$ cat config.mk
export PLATFORM = sky130hd
export DESIGN_NAME = lcem_top
export DESIGN_NICKNAME = d
export VERILOG_FILES = /design/src/common/lcem_pkg.sv /design/src/core/lcem_top.sv
export SDC_FILE = /design/constraint.sdc
export NUM_CORES = 1
export LEC_CHECK = 0
export CAP_MARGIN = 20
export CORE_ASPECT_RATIO = 1.25
export CORE_UTILIZATION = 60
export CTS_BUF_LIST = sky130_fd_sc_hd__clkbuf_4 sky130_fd_sc_hd__clkbuf_8 sky130_fd_sc_hd__clkbuf_16
export CTS_CLUSTER_SIZE = 28
export DETAILED_ROUTE_END_ITERATION = 10
export DONT_BUFFER_PORTS = 1
export GPL_TIMING_DRIVEN = 0
export HOLD_SLACK_MARGIN = 0.1
export PLACE_DENSITY = 0.76
export SLEW_MARGIN = 20
export SYNTH_ARGS = -nofsm -noshare
export SYNTH_HDL_FRONTEND = slang
export SYNTH_SLANG_ARGS = --single-unit
export TNS_END_PERCENT = 1
$ cat constraint.sdc
create_clock -name ref_clk -period 2.9 [get_ports ref_clk]
set_input_delay 0.435 -clock ref_clk [delete_from_list [all_inputs] [get_ports ref_clk]]
set_output_delay 0.435 -clock ref_clk [all_outputs]
set_load 0.1 [all_outputs]
$ cat src/common/lcem_pkg.sv
// shared constants and carrier types for the link checksum and error monitor
package lcem_pkg;
   localparam logic [11:0] LCEM_ADDR_CHECKSUM  = 12'h45D;
   localparam logic [11:0] LCEM_ADDR_MONITOR   = 12'h46B;
   localparam logic [7:0]  LCEM_CHECKSUM_RESET = 8'h45;
   localparam logic [7:0]  LCEM_MONITOR_RESET  = 8'h00;
   localparam int          LCEM_LANE_HI        = 6;
   localparam int          LCEM_LANE_LO        = 4;
   localparam int          LCEM_TYPE_HI        = 1;
   localparam int          LCEM_TYPE_LO        = 0;
   localparam int          LCEM_LANES          = 8;
   localparam int          LCEM_TYPES          = 3;
   localparam logic [7:0]  LCEM_COUNT_MAX      = 8'hFF;
   localparam logic [2:0]  LCEM_LANE_RESET     = 3'h0;
   localparam logic [1:0]  LCEM_TYPE_RESET     = 2'h0;

   typedef enum logic [1:0] {
      LCEM_CNT_BAD_DISPARITY = 2'b00,
      LCEM_CNT_NOT_IN_TABLE  = 2'b01,
      LCEM_CNT_UNEXP_CONTROL = 2'b10
   } lcem_cnt_type_t;

   // register access request
   typedef struct packed {
      logic        wr;
      logic        rd;
      logic [11:0] addr;
      logic [7:0]  wdata;
   } lcem_req_t;

   // per-lane error events, one bit per lane
   typedef struct packed {
      logic [7:0] bad_disparity;
      logic [7:0] not_in_table;
      logic [7:0] unexpected_control;
   } lcem_err_t;

   // whole block state
   typedef struct packed {
      logic [7:0]                 lane0_config_sum;
      logic [2:0]                 monitor_lane_index;
      logic [1:0]                 counter_type_select;
      logic [7:0][2:0][7:0]       counts;
      logic [7:0]                 rdata;
      logic                       rvalid;
   } lcem_state_t;
endpackage

$ cat src/core/lcem_top.sv
// link checksum register and indirect per-lane error counter readback
// What this block does
// software writes lane 0 checksum: byte sum of 0x450..0x45C modulo 256
// three error counters per lane, reachable only through lane and type select
// lane field bits 6:4 picks lane n for value n, 0 through 7
// type field bits 1:0: 0 disparity, 1 not-in-table, 2 unexpected control
// software writes lane and type first, then reads monitor register
// monitor read returns selected counter on all eight bits
// lane and type selects are write-only, reset to zero
// reserved monitor bits ignore writes; uncovered reserved bits read zero
`timescale 1ns/1ns
module lcem_top (
   // clock and reset
   input  wire  logic                ref_clk,
   input  wire  logic                reset,
   // register access
   input  wire  lcem_pkg::lcem_req_t reg_req,
   output logic [7:0]                reg_rdata,
   output logic                      reg_rvalid,
   // link error events
   input  wire  lcem_pkg::lcem_err_t lane_errors,
   // configuration out
   output logic [7:0]                lane0_config_sum
);
   import lcem_pkg::*;

   // register state and its next value
   lcem_state_t state;
   lcem_state_t next_state;
   lcem_state_t counted_state;
   lcem_state_t written_state;

   // register an address falls on
   typedef enum logic [1:0] {
      LCEM_HIT_NONE     = 2'b00,
      LCEM_HIT_CHECKSUM = 2'b01,
      LCEM_HIT_MONITOR  = 2'b10
   } lcem_hit_t;

   // address decode shared by writes and reads
   function automatic lcem_hit_t decode_addr(input logic [11:0] addr);
      if (addr == LCEM_ADDR_CHECKSUM) begin
         decode_addr = LCEM_HIT_CHECKSUM;
      end else if (addr == LCEM_ADDR_MONITOR) begin
         decode_addr = LCEM_HIT_MONITOR;
      end else begin
         decode_addr = LCEM_HIT_NONE;
      end
   endfunction

   // lane index field of a monitor write
   function automatic logic [2:0] lane_field(input logic [7:0] wdata);
      lane_field = wdata[LCEM_LANE_HI:LCEM_LANE_LO];
   endfunction

   // counter type field of a monitor write
   function automatic logic [1:0] type_field(input logic [7:0] wdata);
      type_field = wdata[LCEM_TYPE_HI:LCEM_TYPE_LO];
   endfunction

   // saturate rather than wrap, so a busy lane never reads as clean
   function automatic logic [7:0] sat_inc(
      input logic [7:0] v,
      input logic       ev
   );
      if (ev && v != LCEM_COUNT_MAX) begin
         sat_inc = v + 8'h01;
      end else begin
         sat_inc = v;
      end
   endfunction

   // event lines of one counter type, bit n for lane n
   function automatic logic [7:0] events_of_type(
      input lcem_err_t  e,
      input logic [1:0] typ
   );
      case (typ)
         LCEM_CNT_BAD_DISPARITY: begin
            events_of_type = e.bad_disparity;
         end
         LCEM_CNT_NOT_IN_TABLE: begin
            events_of_type = e.not_in_table;
         end
         LCEM_CNT_UNEXP_CONTROL: begin
            events_of_type = e.unexpected_control;
         end
         default: begin
            events_of_type = 8'h00;
         end
      endcase
   endfunction

   // three counters kept per lane
   function automatic lcem_state_t count_events(
      input lcem_state_t st,
      input lcem_err_t   e
   );
      lcem_state_t res;
      logic [7:0]  ev;
      res = st;
      ev  = 8'h00;
      for (int t = 0; t < LCEM_TYPES; t++) begin
         ev = events_of_type(e, 2'(t));
         for (int l = 0; l < LCEM_LANES; l++) begin
            res.counts[l][t] = sat_inc(st.counts[l][t], ev[l]);
         end
      end
      count_events = res;
   endfunction

   // one of a lane's three counters by type code
   function automatic logic [7:0] lane_counter(
      input logic [2:0][7:0] lane_counts,
      input logic [1:0]      typ
   );
      case (typ)
         LCEM_CNT_BAD_DISPARITY: begin
            lane_counter = lane_counts[0];
         end
         LCEM_CNT_NOT_IN_TABLE: begin
            lane_counter = lane_counts[1];
         end
         LCEM_CNT_UNEXP_CONTROL: begin
            lane_counter = lane_counts[2];
         end
         default: begin
            lane_counter = 8'h00;
         end
      endcase
   endfunction

   // counters of the selected lane
   function automatic logic [7:0] pick_count(input lcem_state_t st);
      pick_count = lane_counter(st.counts[st.monitor_lane_index], st.counter_type_select);
   endfunction

   // register writes
   function automatic lcem_state_t apply_write(
      input lcem_state_t st,
      input lcem_req_t   req
   );
      lcem_state_t res;
      res = st;
      if (req.wr) begin
         case (decode_addr(req.addr))
            // checksum is stored as written
            LCEM_HIT_CHECKSUM: begin
               res.lane0_config_sum = req.wdata;
            end
            // only the select fields take writes
            LCEM_HIT_MONITOR: begin
               res.monitor_lane_index  = lane_field(req.wdata);
               res.counter_type_select = type_field(req.wdata);
            end
            // other addresses take no writes
            default: begin
               res.lane0_config_sum = st.lane0_config_sum;
            end
         endcase
      end
      apply_write = res;
   endfunction

   // read data of one register
   function automatic logic [7:0] read_word(
      input lcem_state_t st,
      input logic [11:0] addr
   );
      case (decode_addr(addr))
         LCEM_HIT_CHECKSUM: begin
            read_word = st.lane0_config_sum;
         end
         // selects are not readable, only the chosen count
         LCEM_HIT_MONITOR: begin
            read_word = pick_count(st);
         end
         // unmapped addresses read zero
         default: begin
            read_word = 8'h00;
         end
      endcase
   endfunction

   // register reads, answered one cycle later
   function automatic lcem_state_t apply_read(
      input lcem_state_t cur,
      input lcem_state_t nxt,
      input lcem_req_t   req
   );
      lcem_state_t res;
      res        = nxt;
      res.rvalid = req.rd;
      if (req.rd) begin
         res.rdata = read_word(cur, req.addr);
      end
      apply_read = res;
   endfunction

   // counting, then writes, then reads of the old state
   always_comb begin
      counted_state = count_events(state, lane_errors);
      written_state = apply_write(counted_state, reg_req);
      next_state    = apply_read(state, written_state, reg_req);
   end

   // state register
   always_ff @(posedge ref_clk) begin
      if (reset) begin
         state                     <= '0;
         state.lane0_config_sum    <= LCEM_CHECKSUM_RESET;
         // selects reset to lane 0, disparity
         state.monitor_lane_index  <= LCEM_LANE_RESET;
         state.counter_type_select <= LCEM_TYPE_RESET;
         state.rdata               <= LCEM_MONITOR_RESET;
      end else begin
         state <= next_state;
      end
   end

   assign reg_rdata        = state.rdata;
   assign reg_rvalid       = state.rvalid;
   assign lane0_config_sum = state.lane0_config_sum;
endmodule

Yosys cells after proc, flatten, opt, wreduce, memory -nomap -nowiden
Cells that the tools add are included.
{ "totals": {"input_bits": 48, "register_bits": 214, "wordCells": 121, "output_inout_bits": 17} }
{ "op_classes": {"addsub": 24, "n_lt_le_gt_ge": 1, "n_reduce_logical": 27, "mux": 8, "n_eq_ne": 32} }
{ "ops": {"columns": ["cell", "count"], "rows": [
  ["8-bit by 1-bit adder with 8-bit output, second input constant", 24],
  ["8-bit inequality test, second input constant", 24],
  ["24-bit binary-select mux with 3-bit select", 1],
  ["12-bit by 11-bit equality test with 1-bit output, second input constant", 2],
  ["1-bit logical AND", 24],
  ["24-bit 2-to-1 mux", 1],
  ["8-bit case mux with 3 select lines", 1],
  ["8-bit case mux with 2 select lines", 1],
  ["2-bit 2-to-1 mux", 4],
  ["2-bit by 1-bit equality test with 1-bit output, second input constant", 3],
  ["2-bit equality test, second input constant", 3],
  ["3-bit by 4-bit less-than comparator with 1-bit output, second input constant", 1],
  ["2-bit AND reduction", 2],
  ["2-bit zero test", 1]
]} }

Logic depth before layout (Yosys ltp)
{ "depth": {"word_depth": 6, "ltp_mapped": 8, "ltp_nobuf": 6} }

Worst setup path after synthesis
Ideal clock, no wire load.
{ "synth_timing": {"path_kind": "flip-flop to flip-flop", "from": "register state (netlist bit counted_state[203])", "to": "register state (netlist bit reg_rdata[7])", "required_ns": 2.782, "setup_time_ns": 0.118, "n_path_buf": 2, "period_less_slack_ns": 1.763, "path_stages_with_launch": 8, "path_slack_ns": 1.137, "arrival_ns": 1.645, "cell_sequence": "dfxtp_1 > buf_6 > buf_8 > mux4_1 > mux2_2 > nand2_1 > o2111ai_1 > o2bb2ai_1"} }
{ "synth_via": {"elab_chain_len": 4} }
{ "synth_rtl": {"columns": ["item", "line_no", "source"], "rows": [
  ["start: declaration", "lcem_top.sv:28", "lcem_state_t state;"],
  ["start signal: assignment", "lcem_top.sv:217", "state <= next_state;"],
  ["24-bit binary-select mux with 3-bit select", "lcem_top.sv:135", "pick_count = lane_counter(st.counts[st.monitor_lane_index], st.counter_type_select);"],
  ["24-bit 2-to-1 mux (not written as such)", "lcem_top.sv:135", null],
  ["8-bit case mux with 3 select lines", "lcem_top.sv:117", "case (typ)"],
  ["8-bit case mux with 2 select lines", "lcem_top.sv:170", "case (decode_addr(addr))"]
]} }
No other way between the ends. The select of a mux whose other input is x is not followed.
A chain may end at the register's enable or synchronous reset.

Worst setup path in the final report
{ "layout_timing": {"from": "register state (netlist bit counted_state[204])", "to": "register state (netlist bit reg_rdata[7])"} }
Same word-level chain as after synthesis.

==> run_results.csv <==
group,metric,value,unit
worst_setup_path,worst-path-max-fanout,10,
routing,ant_nets,0,
global_route,met3_usage,0.04499,
synth,yosysUniqueCellTypes,50,
min_path,min-delay-start,"lane_errors[8]",
worst_setup_path,cp-end-kind,"register",
layout,finalInstanceArea,12270,um^2
pwr,p_leak,4.428,nW
layout,syn2layout_area_growth,10.25,%
synth,postSynthAreaPerCell,9.235,um^2
synth,yosysTopAreaCellShare,0.3850,
worst_setup_path,crit_type,"reg -> reg",
min_path,hold_end,"state[20]",
routing,drc,0,
layout,final_common_cell,"dfxtp_1",
placed_design,dpl.hpwl,20770,um
synth,synth-simple-area-share,0.2146,
clock_tree,clkTransAtPathRegs,60,ps
worst_setup_path,cp.required,3290,ps
sta,fmax,442.1,MHz
placed_design,gp_congestion,0.9188,
global_route,grt.overflow.total,0,
synth,ys_warn_count,0,
floorplanning,die_x,123.8,um
layout,drive_above_1_share,0.09824,
global_route,grt_busiest_layer,"met2",
pwr,peakVddDrop,0.0004248,V
global_route,grt_pass1_wl,44880,um
synth,synthMuxAreaShare,0.1247,
sta,drv_slew,0,
layout,nets,1309,
sta,timing.setup.tns,0,ps
synth,synth_ff_type,"dfxtp_1",
worst_setup_path,regToRegEndpoint,"reg_rdata[7]",
global_route,antenna_found_initial,0,
synth,netlist.top_cell.by_area,"dfxtp_1",
layout,num_antenna_cells,0,
floorplanning,die_area,19100,um^2
floorplanning,chipHeight,154.3,um
synth,yosys.area_share.xor_xnor,0.1094,
sta,hold_violations,0,
outcome,status,"complete, no violations",
pwr,power_density,531.4,nW/um^2
layout,fillCellCount,1460,
floorplanning,initial_core_util,0.6149,
synth,synth_area_leaders,"dfxtp_1 (38%), nor2_1 (6.7%), mux4_2 (6.1%)",
synth,ys_ff_latch,214,
worst_setup_path,worstPathArrival,2650,ps
sta,slew_headroom,0.2988,
sta,tightestPinTransition,1025,ps
floorplanning,ioPinCount,65,
layout,final_cell_mix,"dfxtp_1 (214), nor2_1 (200), nand2_1 (79)",
min_path,hp-class,"in -> reg",
routing,vias,9153,
floorplanning,rows,55,
synth,synth_edf_count,0,
clock_tree,htree_levels,1,
clock_tree,clock-sinks,214,
sta,final.min_clock_period,2262,ps
synth,syn_area,11130,um^2
synth,synth_compound_area_frac,0.1028,
synth,postSynthNetCount,1277,
clock_tree,cts_tree,"yes",
sta,finClkSkew,15.10,ps
global_route,grt_pass1_vias,8735,
clock_tree,postCtsSetupBuffers,0,
clock_tree,clockBufferDepth,3,
global_route,grt_max_degree,15,
global_route,grt_usage,0.3021,
floorplanning,core,18100,um^2
synth,async_flop_share,0,
sta,rsz0062_at_grt,"false",
sta,period_share,0.7799,
global_route,use_met1,0.3660,
min_path,hold_path_depth,3,
synth,synth_adder_area_share,0.02698,
flow_run,maxCapViolations,0,
worst_setup_path,worstSetupStartpointType,"register",
global_route,use_met2,0.5201,
synth,synth_top_family_by_area,"simple AND/OR/NAND/NOR gates",
clock_tree,cts-buffers-inserted,22,
synth,syn_inst,1205,
worst_setup_path,rrSetupSlack,640,ps
routing,drt_iter0_markers,694,
sta,setup_viol,0,
routing,wl,28190,um
routing,viasPerCell,6.184,
worst_setup_path,r2r-start,"counted_state[204]",
placed_design,port-buffer-count,0,
clock_tree,root_buffer,"clkbuf_16",
clock_tree,clk_latency,510,ps
routing,dr.pass1.iters,5,
worst_setup_path,rr_worst_depth,8,
synth,ys_seq_area_frac,0.3850,
placed_design,placed_area,11410,um^2
routing,wl_per_cell,19.05,um
## state kept, by name, summed over array words and instances, names as in the netlist
name / count
reg_rdata: 8
lane0_config_sum: 8
counted_state: 5
state: 192
reg_rvalid: 1
## power breakdown
| part | total, mW | switching (mW) | internal [mW] |
|---|---|---|---|
| logic | 0.400 | 0.234 | 0.166 |
| registers | 3.11 | 0.0969 | 3.02 |
| clock network | 3.01 | 1.17 | 1.84 |
## cell families after synthesis
logic type | Yosys count
simple gates | 488
xor+xnor | 139
buf+inv | 71
compound gates | 175
fa+ha+maj | 24
flops | 214
mux | 94
## cell usage after synthesis, types with 5 or more instances
cell type / number
a21oi_1: 44
a22oi_1: 22
and3_1: 47
and4_1: 19
buf_2: 10
buf_4: 19
buf_6: 6
clkbuf_1: 26
dfxtp_1: 214
ha_1: 24
inv_1: 7
mux2_2: 5
mux2i_1: 55
mux4_2: 30
nand2_1: 79
nand3_1: 45
nand4_1: 47
nor2_1: 200
o211ai_1: 23
o21a_1: 19
o21ai_0: 41
o311ai_0: 6
or3_1: 30
xnor2_1: 70
xor2_1: 69
## through the flow
step                power [mW]    util  setup slack [ps]  hold slack (ps)  instances
floorplan                3.441       -              1137            441.0       1205
global placement         3.539  0.6306             555.7            462.5       1433
detailed placement       3.559  0.6306             550.4            471.8       1433
CTS                      6.551  0.6779             670.9            240.0       1480
global route             6.722  0.6779             581.9            248.8       1480
finish                   6.520  0.6779             638.2            249.0       1480
## what timing repair did
action,4_1_cts,5_1_grt
gates resized for setup,0,0
hold buffers,8,0
hold endpoints to repair,13,0
## per-layer routing
metal,wire (um),vias to the layer above
li1,-,4402
met1,11390,4365
met2,13800,301
met3,1748,85
met4,1245,0
met5,0,-
## final cells by class
type / instances / area (um^2) / share of cell area
clock buffers: 30 / 653.1 / 0.05323
multi-input cells: 920 / 6437 / 0.5247
plain buffers: 62 / 372.9 / 0.03039
inverters: 9 / 33.78 / 0.002753
repair buffers: 8 / 80.08 / 0.006527
flip-flops and latches: 214 / 4284 / 0.3492
well taps: 228 / 285.3 / 0.02325
clock inverters: 9 / 122.6 / 0.009994
## critical path, stage by stage (launching register included)
cell	delay, ps
dfxtp_1	330
buf_6	190
buf_6	200
buf_4	230
buf_2	320
mux4_2	400
nand3_1	110
o2111ai_1	180
o2bb2ai_1	170
## worst max path at each step
stage,startpoint,endpoint,slack (ps),depth (start not counted)
4_1_cts,counted_state[204],reg_rdata[7],670,8
6_report,counted_state[204],reg_rdata[7],640,8
3_5_place_dp,reg_req[20],reg_rdata[7],550,4
3_3_place_gp,reg_req[20],reg_rdata[3],560,4
2_1_floorplan,counted_state[203],reg_rdata[7],1140,7
5_1_grt,counted_state[204],reg_rdata[7],580,8
No activity file was read; power rests on OpenSTA's default activity.
